[src/include/mcr_map.svh]
`ifndef MCR_MAP_SVH
`define MCR_MAP_SVH
`define MCR_CODE_NONE 8'h00
`define MCR_CODE_UNKNOWN_MM 8'h01
`define MCR_CODE_BAD_INT_ID 8'h02
`define MCR_CODE_IMPOSSIBLE 8'h03
`define MCR_CODE_STRING 8'h04
`define MCR_CODE_ASYNC 8'h05
`define MCR_CODE_SYNC 8'h06
`define MCR_STR_ILLEGAL 2'h3
`define MCR_CODE_MSB 23
`define MCR_CODE_LSB 16
`define MCR_RESTART_BIT 7
`define MCR_STALL_TIME_NS 1000000
`define MCR_CLK_PERIOD_NS 50
`define MCR_STALL_CYCLES (`MCR_STALL_TIME_NS / `MCR_CLK_PERIOD_NS)
`endif

[src/include/mcr_pkg.sv]
package mcr_pkg;
    typedef enum logic [1:0]
    {
        MCR_IDLE = 2'b00,
        MCR_TRAP = 2'b01,
        MCR_WAIT = 2'b10
    } mcr_state_t;

    typedef struct packed
    {
        logic unknown_mm_status;
        logic bad_interrupt_id;
        logic impossible_dispatch;
        logic string_active;
        logic [1:0] string_state;
    } mcr_ucode_err_t;

    typedef struct packed
    {
        logic fetch_err;
        logic read_err;
        logic consume;
        logic discard;
        logic pte_write_err;
    } mcr_sync_err_t;

    typedef struct packed
    {
        logic lost_err;
        logic lost_data;
        logic write_lost_set;
        logic write_lost_clr;
    } mcr_lost_t;
endpackage

[src/hdl/mcr_stall_timer.sv]
`timescale 1ns/1ps
`include "mcr_map.svh"
module mcr_stall_timer #(
    parameter int LIMIT = `MCR_STALL_CYCLES
)(
    input wire logic clk,
    input wire logic rst,
    input wire logic s3_stall,
    input wire logic s3_advance,
    output logic expired
);
    localparam int W = $clog2(LIMIT + 1);
    logic [W-1:0] count;
    logic [W-1:0] next_count;
    logic next_expired;

    // stage 4, field queue and instruction queue stalls arrive via s3_stall
    always_comb
    begin
        next_count = count;
        next_expired = 1'b0;
        if (s3_advance || !s3_stall)
            next_count = '0;
        else if (count == W'(LIMIT - 1))
        begin
            next_expired = 1'b1;
            next_count = '0;
        end
        else
            next_count = count + W'(1);
    end

    always_ff @(posedge clk)
    begin
        if (rst)
        begin
            count <= '0;
            expired <= 1'b0;
        end
        else
        begin
            count <= next_count;
            expired <= next_expired;
        end
    end
endmodule

[src/hdl/mcr_top.sv]
`timescale 1ns/1ps
`include "mcr_map.svh"
module mcr_top #(
    parameter int STALL_CYCLES = `MCR_STALL_CYCLES
)(
    input wire logic clk,
    input wire logic rst,
    input mcr_pkg::mcr_ucode_err_t ucode_err,
    input mcr_pkg::mcr_sync_err_t sync_err,
    input mcr_pkg::mcr_lost_t lost,
    input wire logic tb_hit,
    input wire logic tb_parity_err,
    input wire logic tb_lock_clr,
    input wire logic s3_stall,
    input wire logic s3_advance,
    input wire logic stall_timeout_clr,
    input wire logic state_changed,
    input wire logic mchk_ack,
    output logic mchk_trap,
    output logic [31:0] frame_word1,
    output logic [7:0] cause_code,
    output logic restart_indicator,
    output logic tb_lock,
    output logic stall_timeout_flag,
    output logic write_lost,
    output logic soft_err_int,
    output logic hard_err_int
);
    // sticky flag slots, set by hardware and cleared by software
    localparam int N_STICKY = 3;
    localparam int LOCK_IDX = 0;
    localparam int TIMEOUT_IDX = 1;
    localparam int WLOST_IDX = 2;

    mcr_pkg::mcr_state_t state;
    mcr_pkg::mcr_state_t next_state;
    logic [7:0] next_cause_code;
    logic next_restart;
    logic next_trap;
    logic [31:0] next_frame_word1;
    logic [N_STICKY-1:0] sticky;
    logic [N_STICKY-1:0] next_sticky;
    logic [N_STICKY-1:0] sticky_set;
    logic [N_STICKY-1:0] sticky_clr;
    logic next_soft;
    logic next_hard;
    logic timer_expired;
    logic tb_err;
    logic string_err;
    logic ucode_any;
    logic async_err;
    logic sync_take;
    logic fetch_restart;
    logic take_trap;

    // a fetch or read error flagged on the data now in flight
    function automatic logic stream_err(
        input mcr_pkg::mcr_sync_err_t e
    );
        return e.fetch_err || e.read_err;
    endfunction

    // the two string state bits only matter while a move is running
    function automatic logic string_bad(
        input mcr_pkg::mcr_ucode_err_t u
    );
        return u.string_active &&
            (u.string_state == `MCR_STR_ILLEGAL);
    endfunction

    // fixed priority: an async error can strike inside any microflow,
    // so it outranks the microcode checks; a sync error comes last
    function automatic logic [7:0] pick_cause(
        input logic async_hit,
        input mcr_pkg::mcr_ucode_err_t u,
        input logic str_hit
    );
        logic [7:0] code;
        code = `MCR_CODE_SYNC;
        if (async_hit)
            code = `MCR_CODE_ASYNC;
        else if (u.unknown_mm_status)
            code = `MCR_CODE_UNKNOWN_MM;
        else if (u.bad_interrupt_id)
            code = `MCR_CODE_BAD_INT_ID;
        else if (u.impossible_dispatch)
            code = `MCR_CODE_IMPOSSIBLE;
        else if (str_hit)
            code = `MCR_CODE_STRING;
        return code;
    endfunction

    // stage 4, field queue and instruction queue stalls arrive as s3_stall
    mcr_stall_timer #(
        .LIMIT(STALL_CYCLES)
    ) u_timer (
        .clk(clk),
        .rst(rst),
        .s3_stall(s3_stall),
        .s3_advance(s3_advance),
        .expired(timer_expired)
    );

    // only a hit entry's parity matters; a miss never used the data
    assign tb_err = tb_hit && tb_parity_err;
    assign string_err = string_bad(ucode_err);
    assign ucode_any = ucode_err.unknown_mm_status ||
        ucode_err.bad_interrupt_id || ucode_err.impossible_dispatch ||
        string_err;
    assign async_err = tb_err || timer_expired;
    // a pte error on a write may land mid-instruction; no state is repaired
    assign sync_take = (stream_err(sync_err) && sync_err.consume) ||
        sync_err.pte_write_err;
    // fetch errors are caught before any visible change, so they restart when the cause picked is sync
    assign fetch_restart = sync_err.fetch_err && sync_err.consume;
    assign take_trap = async_err || ucode_any || sync_take;

    // trap group: state, cause, restart bit and the stacked frame word
    always_comb
    begin
        next_state = state;
        next_cause_code = cause_code;
        next_restart = restart_indicator;
        next_trap = 1'b0;
        unique case (state)
            mcr_pkg::MCR_IDLE:
            begin
                if (take_trap)
                begin
                    next_state = mcr_pkg::MCR_TRAP;
                    next_trap = 1'b1;
                    next_cause_code = pick_cause(async_err, ucode_err,
                        string_err);
                    next_restart = !state_changed;
                    if (next_cause_code == `MCR_CODE_SYNC && fetch_restart)
                        next_restart = 1'b1;
                end
            end
            mcr_pkg::MCR_TRAP:
                next_state = mcr_pkg::MCR_WAIT;
            // later errors wait here until the handler acknowledges
            mcr_pkg::MCR_WAIT:
                if (mchk_ack)
                    next_state = mcr_pkg::MCR_IDLE;
            default:
                next_state = mcr_pkg::MCR_IDLE;
        endcase
        next_frame_word1 = 32'h00000000;
        next_frame_word1[`MCR_CODE_MSB:`MCR_CODE_LSB] =
            next_cause_code;
    end

    // the frame word is registered so the stacked data never glitches
    always_ff @(posedge clk)
    begin
        if (rst)
        begin
            state <= mcr_pkg::MCR_IDLE;
            cause_code <= `MCR_CODE_NONE;
            restart_indicator <= 1'b0;
            mchk_trap <= 1'b0;
            frame_word1 <= 32'h00000000;
        end
        else
        begin
            state <= next_state;
            cause_code <= next_cause_code;
            restart_indicator <= next_restart;
            mchk_trap <= next_trap;
            frame_word1 <= next_frame_word1;
        end
    end

    // a set that lands in the clearing cycle wins, so no error is lost
    assign sticky_set[LOCK_IDX] = tb_err;
    assign sticky_clr[LOCK_IDX] = tb_lock_clr;
    assign sticky_set[TIMEOUT_IDX] = timer_expired;
    assign sticky_clr[TIMEOUT_IDX] = stall_timeout_clr;
    assign sticky_set[WLOST_IDX] = lost.write_lost_set;
    assign sticky_clr[WLOST_IDX] = lost.write_lost_clr;

    generate
        for (genvar i = 0; i < N_STICKY; i++)
        begin : g_sticky
            assign next_sticky[i] = sticky_set[i] ||
                (sticky[i] && !sticky_clr[i]);
        end
    endgenerate

    // one register for all flags; clears arrive as one-cycle pulses
    always_ff @(posedge clk)
    begin
        if (rst)
            sticky <= '0;
        else
            sticky <= next_sticky;
    end

    assign tb_lock = sticky[LOCK_IDX];
    assign stall_timeout_flag = sticky[TIMEOUT_IDX];
    assign write_lost = sticky[WLOST_IDX];

    // interrupt group: both follow their condition one cycle late
    always_comb
    begin
        // prefetched data dropped before use: no check, soft interrupt
        next_soft = stream_err(sync_err) && sync_err.discard &&
            !sync_err.consume;
        next_hard = next_sticky[WLOST_IDX] ||
            (lost.lost_err && lost.lost_data);
    end

    always_ff @(posedge clk)
    begin
        if (rst)
        begin
            soft_err_int <= 1'b0;
            hard_err_int <= 1'b0;
        end
        else
        begin
            soft_err_int <= next_soft;
            hard_err_int <= next_hard;
        end
    end
endmodule

[config.mk]
export PLATFORM = sky130hd
export DESIGN_NAME = mcr_top
export DESIGN_NICKNAME = d
export VERILOG_FILES = /design/src/include/mcr_pkg.sv /design/src/hdl/mcr_stall_timer.sv /design/src/hdl/mcr_top.sv
export VERILOG_INCLUDE_DIRS = /design/src /design/src/include
export SDC_FILE = /design/constraint.sdc
export NUM_CORES = 1
export LEC_CHECK = 0
export ABC_AREA = 1
export BUFFER_PORTS_ARGS = -buffer_cell sky130_fd_sc_hd__buf_4
export CAP_MARGIN = 20
export CORE_MARGIN = 4
export CORE_UTILIZATION = 51
export DETAILED_ROUTE_END_ITERATION = 8
export PLACE_DENSITY = 0.85
export SKIP_LAST_GASP = 1
export SYNTH_ARGS = -nofsm -noshare
export SYNTH_HDL_FRONTEND = slang
export SYNTH_SLANG_ARGS = --single-unit
[constraint.sdc]
create_clock -name clk -period 2.9 [get_ports clk]
set_input_delay 0.58 -clock clk [delete_from_list [all_inputs] [get_ports clk]]
set_output_delay 0.58 -clock clk [all_outputs]
set_load 0.05 [all_outputs]
-- After elaboration in Yosys (flattened, before gate mapping)
Cells that the tools add are included.
- register bits after elaboration: 57
- input port bits: 25
- output and inout bits: 47
- add/subtract/negate cells: 1
- equality and inequality tests: 7
- muxes and demuxes: 15
- bitwise operators: 1
- reductions and logical operators: 36
- operator list (operator ; number):
    8-bit two-way mux ; 4
    15-bit by 1-bit adder with 15-bit output (second input constant) ; 1
    15-bit equality test (second input constant) ; 1
    1-bit logical OR ; 13
    3-bit two-way mux ; 4
    1-bit logical AND ; 11
    8-bit by 3-bit equality test with 1-bit output (second input constant) ; 1
    1-bit logical NOT ; 6
    2-bit two-way mux ; 3
    2-bit one-hot mux with 3 select lines ; 1
    2-bit equality test (second input constant) ; 2
    2-bit != test (second input constant) ; 2
    2-bit AND reduction ; 2
    2-bit OR reduction ; 2
    1-bit two-way mux ; 3
    3-bit OR reduction ; 1
    2-bit by 1-bit equality test with 1-bit output (second input constant) ; 1
    2-bit logical NOT ; 1
    1-bit NOT ; 1

-- Logic depth before layout (Yosys ltp)
Gate-level depths: netlist (run 1).
- depth after elaboration: 12
- mapped depth: 9
- gate-level depth less buffers: 8

-- Cells and area by module
From an unflattened synthesis (run 1), not the netlist that was laid out.
- cell total of the unflattened synthesis: 224
- area, all modules: 1632.8 um^2
- by module, submodules not included (module ; times used ; cells each ; area each (um^2) ; sequential area each (um^2)):
    mcr_top ; 1 ; 110 ; 833.3 ; 240.2
    mcr_stall_timer ; 1 ; 114 ; 799.5 ; 320.3

-- Least setup slack after synthesis (run 1)
Ideal clock, no wire load.
- path kind: flip-flop to output port
- start point: register, netlist name cause_code[0]
- end point: output frame_word1[16]
- arrival: 914 ps
- slack: 1406 ps
- stages on the path, launching flop included: 2
- path through: dfxtp_1 -> buf_4
- RTL lines (what ; RTL line ; RTL):
    end, declared ; mcr_top.sv:20 ; output logic [31:0] frame_word1,

-- Final worst setup path (run 1)
- start point: register cause_code[0]
- end point: output cause_code[0]
- RTL lines (what ; RTL line ; RTL):
    start, declared ; mcr_top.sv:21 ; output logic [7:0] cause_code,
    start signal, assigned ; mcr_top.sv:159 ; cause_code <= `MCR_CODE_NONE;
    start signal, assigned ; mcr_top.sv:167 ; cause_code <= next_cause_code;
No word-level cell between the ends.

==> results of run 1 <==
==> per-stage QoR <==
stage | hold WS (ns) | power [W] | instances | util, %
2_1_floorplan | 0.436 | 0.000673 | 265 | -
3_3_place_gp | 0.450 | 0.000688 | 307 | 58.7
3_5_place_dp | 0.454 | 0.000690 | 307 | 58.7
4_1_cts | 0.416 | 0.000949 | 311 | 60.5
5_1_grt | 0.418 | 0.000981 | 311 | 60.5
6_report | 0.439 | 0.000937 | 311 | 60.5
==> how the worst max path moves through the flow <==
stage                                    to  cells after the start
after floorplan             frame_word1[16]                      1
final                         cause_code[0]                      1
after global routing      u_timer.count[14]                      8
after global placement    restart_indicator                      9
after detailed placement  restart_indicator                      9
after CTS                     cause_code[0]                      1
==> cells in the final DEF, fill, tap and decap left out <==
cell type	n
a21oi_1	11
a21oi_2	6
buf_4	37
bufinv_16	1
clkbuf_4	3
conb_1	34
dfxtp_1	28
ha_1	1
inv_1	31
inv_2	2
nand2_1	38
nand2_2	4
nand2_4	1
nand3_1	14
nand3_2	1
nand4_1	8
nor2_1	30
nor2_2	5
nor2_4	1
nor3_1	3
nor3_2	1
o21ai_0	6
xnor2_1	1
==> where the power goes <==
group	leakage (nW)	switching, W	internal, W
Sequential	0.228	0.00000964	0.000402
Combinational	0.567	0.000208	0.0000614
Clock	0.0279	0.000116	0.000140
Total	0.823	0.000334	0.000604
==> state kept, by name, summed over array words and instances (netlist names) <==
name,flops
sticky,3
u_timer.expired,1
state,2
restart_indicator,1
mchk_trap,1
cause_code,3
soft_err_int,1
hard_err_int,1
u_timer.count,15
==> per-layer routing <==
metal / vias up / routed length [microns] / share of wire [%]
met1: 570 / 1210 / 41
met2: 51 / 1400 / 48
met5: - / 0 / 0
li1: 721 / - / -
met4: 0 / 53 / 1.8
met3: 6 / 275 / 9.3
==> cell type report <==
class / instances / area share (%)
Sequential cell: 28 / 30.4
Clock inverter: 1 / 1.63
Timing Repair Buffer: 37 / 15.1
Inverter: 33 / 6.71
Clock buffer: 3 / 1.22
Tap cell: 44 / 2.98
Multi-Input combinational cell: 165 / 42.0
==> synthesized netlist by cell type (all sizes together) <==
library cell,count,area (sq um)
nand2,43,179
nor3,4,25.0
nand4,8,50.1
nand3,15,80.1
o21ai,6,30.0
a21oi,17,108
inv,33,124
nor2,36,155
conb,1,3.75
buf,39,303
dfxtp,28,561
xnor2,1,8.76
ha,1,12.5
==> cell families after synthesis <==
| family | count (synthesis) | share of synthesized area, % |
|---|---|---|
| compound gates | 23 | 8.40 |
| buf+inv | 72 | 26.0 |
| flops | 28 | 34.2 |
| xor+xnor | 1 | 0.534 |
| other cells | 1 | 0.229 |
| simple gates | 106 | 29.8 |
| fa+ha+maj | 1 | 0.763 |
==> flow_summary_export.csv, run 1 <==
group,metric,value,unit
final_layout,seq_area,561,sq um
critical_path,max_stage_delay,0.39,ns
grt,busiest_layer,"met2",
critical_path,cp_num_buf_inv,1,
grt,grt_pass1_vias,1234,
clocking,htree_num_levels,1,
timing,rsz0062_at_grt,"no",
grt,grtUsageMet3,4.33,%
drt,drt_iter0_drc,46,
final_layout,nFillCells,294,
drt,drt.antenna.violating_nets,0,
placement,place_congestion,0.867,
timing,fmax,658,MHz
critical_path,r2r_cells,8,
clocking,cts.repair.resized,0,
placement,hpwl,2400,microns
drt,drtPass1Iterations,4,
floorplanning,initial_core_util,53.7,%
final_layout,drive_above_1_share,23.2,%
clocking,cts.sinks,28,
floorplanning,die_h,64.7,microns
timing,tns,0,ns
grt,met1_usage,16.7,%
critical_path,critPathMaxFanout,3,
critical_path,crit_chain,"buf_4",
clocking,clockBufferDepth,2,
critical_path,endpoint_kind,"primary output",
critical_path,cp.arrival,0.94,ns
timing,fin_ws,1.38,ns
final_layout,diodes,0,
drt,route.detailed.drc,0,
clocking,clk_latency,0.34,ns
timing,min_period_over_period,52.4,%
clocking,cts_hold_buf,0,
grt,grt_pass1_wl,4970,microns
placement,port_buffers,37,
timing,report.final.hold_viol_count,0,
clocking,cts_buffers,3,
synth,ys_types,23,
synth,syn_area,1640,sq um
final_layout,area_growth_syn_to_layout,12.6,%
critical_path,criticalPathCategory,"reg -> out",
critical_path,start_kind,"register",
floorplanning,die_w,64.7,microns
min_path,worstHoldStart,"rst",
synth,syn_avg_cell_area,7.06,sq um
critical_path,timing.rr.end,"u_timer.count[14]",
synth,ys_ff_latch,28,
run_status,status,"finished clean",
min_path,min_path_cells,2,
synth,synth-seq-area-share,34.2,%
pwr,p_per_area,508,nW/um^2
min_path,hold_path.class,"in -> reg",
timing,drv_slew,0,
critical_path,critPathTopFamily,"flip-flops",
drt,via_per_inst,4.33,
critical_path,critPathLaunch,"cause_code[0]",
clocking,clkTransAtPathRegs,0.15,ns
floorplanning,dieArea,4180,sq um
critical_path,cp_slowest_cell,"dfxtp_1",
min_path,worstHoldEndpoint,"sticky[1]",
final_layout,design_area,1850,sq um
clocking,cts_tree,"done",
pwr,leakage,0.823,nW
clocking,cts_setup_buffers,0,
floorplanning,num_io_pins,72,
timing,report.final.setup_viol,0,
timing,finalCriticalPeriod,1.52,ns
floorplanning,num_rows,20,
pwr,ir_drop,0.000331,V
drt,vias,1348,
critical_path,r2r_start,"u_timer.count[0]",
clocking,clockRootBuffer,"clkbuf_4",
placement,placed_area,1790,sq um
critical_path,r2r_slack,1.42,ns
grt,grt_util_met2,25.3,%
grt,antenna_found_initial,0,
grt,track_usage,14.6,%
placement,post-place-ws,1.35,ns
floorplanning,core,3050,sq um
grt,grt-ovfl-total,0,
final_layout,finish.net_count,294,
synth,yosysWarnings,0,
grt,grt_max_degree,17,
synth,syn_inst,232,
timing,skew,0.00852,ns
drt,post_drt_wl_per_cell,9.47,microns
critical_path,crit_required,2.32,ns
run,maxCapViolCount,0,
drt,wl,2950,microns
final_layout,multi_input_area,776,sq um
Power figures use the tool's default switching activity.
==> run 2, diff against run 1 <==
- ABC_AREA: 1 -> 0
- CORE_UTILIZATION: 51 -> 45
- PLACE_DENSITY: 0.85 -> 0.79
- clock period: 2.9 -> 1.6 ns (I/O delays scaled with it)
==> run 2 against run 1 <==
- sequential power increased by 80%
- clock power is 82% higher
- first-iteration DRC count shrank 2.2%
- largest cell class unchanged
- highest routed layer unchanged
- critical path type is now reg -> reg
==> flow_summary_export.csv, run 2 <==
group,metric,value,unit
critical_path,critPathMaxFanout,6,
synth,synthTopCellsByArea,"dfxtp_1, buf_4, nor2_1",
critical_path,crit_required,1.89,ns
synth,ys_types,31,
min_path,hold_path.class,"in -> reg",
synth,yosysTopAreaCell,"dfxtp_1",
final_layout,final_cells,258,
synth,synth_fa_ha_area_share,0.858,%
synth,yosysWarnings,0,
drt,drtPass1Iterations,4,
final_layout,largest_reg_flops,15,
clocking,cts_buffers,3,
clocking,clockRootBuffer,"clkbuf_4",
final_layout,finish.net_count,241,
final_layout,mostFrequentLayoutCells,"buf_4, conb_1, dfxtp_1, nor2_1, a21oi_1",
final_layout,drive_above_1_share,23.8,%
grt,antenna_found_initial,0,
synth,synth_top_area_share,38.5,%
clocking,clkTransAtPathRegs,0.15,ns
drt,post_drt_wl_per_cell,10.3,microns
synth,syn_area,1460,sq um
min_path,min_path_cells,2,
timing,report.final.setup_viol,0,
critical_path,start_kind,"register",
synth,synth.area.mux_share,1.37,%
synth,yosysMostFrequentCell,"buf_4",
final_layout,final_common_cell,"buf_4",
synth,synth-seq-area-share,38.5,%
timing,rsz0062_at_grt,"no",
synth,synthTopCellsByCount,"buf_4, dfxtp_1, nor2_1, a21oi_1",
grt,met1_usage,13.7,%
clocking,htree_num_levels,1,
placement,place_congestion,0.807,
pwr,leakage,0.761,nW
timing,fmax,686,MHz
critical_path,timing.rr.end,"u_timer.count[13]",
pwr,ir_drop,0.00101,V
critical_path,crit_path_end,"u_timer.count[13]",
drt,vias,1145,
critical_path,r2r_slack,0.14,ns
drt,route.detailed.drc,0,
floorplanning,core,3080,sq um
floorplanning,initial_core_util,47.4,%
pwr,p_per_area,962,nW/um^2
critical_path,critPathLaunch,"u_timer.count[2]",
synth,synth-edff-count,0,
timing,skew,0.00921,ns
grt,track_usage,12.5,%
floorplanning,num_rows,20,
final_layout,diodes,0,
critical_path,endpoint_kind,"register",
pwr,p_total,0.00166,W
timing,tns,0,ns
drt,drt.antenna.violating_nets,0,
grt,grt_util_met2,21.8,%
critical_path,r2r_start,"u_timer.count[2]",
synth,synth_top_family_by_area,"buffers and inverters",
critical_path,r2r_cells,4,
timing,report.final.hold_viol_count,0,
min_path,worstHoldStart,"sync_err[2]",
placement,port_buffers,37,
clocking,clockBufferDepth,2,
grt,grt_pass1_wl,4170,microns
timing,drv_slew,0,
grt,grtUsageMet3,4.51,%
floorplanning,die_w,64.9,microns
synth,synth_compound_area_share,8.58,%
grt,grt_pass1_vias,1019,
clocking,cts_tree,"done",
run,maxCapViolCount,0,
synth,syn_avg_cell_area,8.38,sq um
timing,finalCriticalPeriod,1.46,ns
timing,min_period_over_period,91.1,%
clocking,cts.sinks,28,
drt,wl,2670,microns
synth,ys_async_sr_fraction,0,%
placement,hpwl,2110,microns
synth,syn_inst,174,
grt,grt-ovfl-total,0,
final_layout,largest-register,"u_timer.count",
floorplanning,num_io_pins,72,
placement,dp.cells,254,
floorplanning,dieArea,4210,sq um
critical_path,cp.arrival,1.75,ns
drt,drt_iter0_drc,45,
final_layout,area_growth_syn_to_layout,18.4,%
synth,synth_xor_area_share,6.61,%
grt,busiest_layer,"met2",
grt,grt_max_degree,17,
run_status,status,"finished clean",
synth,synth_ff_type,"dfxtp_1",
synth,ys_ff_latch,28,
synth,synth-simple-area-share,21.8,%
clocking,cts_hold_buf,0,
drt,via_per_inst,4.44,
critical_path,criticalPathCategory,"reg -> reg",
floorplanning,die_h,64.9,microns
clocking,clk_latency,0.34,ns
final_layout,top_regs,"u_timer.count x15, cause_code x3, sticky x3",
[run 2: cell types whose count changed after synthesis, sizes merged, moves of 3 or more]
cell / previous run / this run
a21oi: 17 / 10
nand3: 15 / 6
xnor2: 1 / 7
nand2: 43 / 7
o21ai: 6 / 3
nor4: 0 / 3
inv: 33 / 7
a311oi: 0 / 3
xor2: 0 / 4
nor2: 36 / 26
[run 2: worst min path at each step]
stage	endpoint	slack, ns
finish	soft_err_int	0.13
global route	soft_err_int	0.1
CTS	soft_err_int	0.11
detailed placement	sticky[0]	0.46
global placement	sticky[0]	0.46
floorplan	soft_err_int	0.40
[run 2: where the power goes]
part / internal, W / switching (W) / total (W) / leakage [nW]
Clock: 0.000254 / 0.000212 / 0.000466 / 0.0279
Combinational: 0.000109 / 0.000344 / 0.000453 / 0.504
Sequential: 0.000725 / 0.0000152 / 0.000740 / 0.229
[run 2: kinds of logic after synthesis]
family,Yosys count
AND/OR/NAND/NOR,63
other,1
XOR/XNOR,11
multiplexers,2
flip-flops,28
adder cells (fa/ha/maj),1
AO/OA/AOI/OAI,20
buffers and inverters,48
[run 2: cell type report]
type | instances | area (sq um)
fill | 318 | 1350
sequential | 28 | 562
multi-input combinational | 131 | 699
tap | 44 | 55.1
inverter | 7 | 26.3
clock inverter | 1 | 30.0
timing repair buffer | 44 | 330
clock buffer | 3 | 22.5
[run 2: critical path: stages, from the launching register on]
cell and delay, ns:
dfxtp_1 0.47, nand4_2 0.15, or2_1 0.30, or3_1 0.35, a21oi_1 0.13
[run 2: repair_timing]
action	in CTS	in global routing
gates resized for setup	0	1
endpoints found under the setup margin	0	1
setup buffers	0	0
[run 2: metrics by stage]
step                area [sq um]  worst slack [ns]  utilization [%]  hold WS, ns
detailed placement          1670            0.0534             54.3        0.463
CTS                         1720             0.122             56.0        0.108
global route                1730            0.0311             56.1       0.0985
finish                      1730             0.142             56.1        0.130
global placement            1670            0.0713             54.3        0.464
floorplan                   1580             0.168                -        0.397
[run 2: routing by layer]
metal | routed length (microns) | share of wire, %
met5 | 0 | 0
met4 | 35 | 1.3
met3 | 254 | 9.5
met2 | 1280 | 48
met1 | 1100 | 41
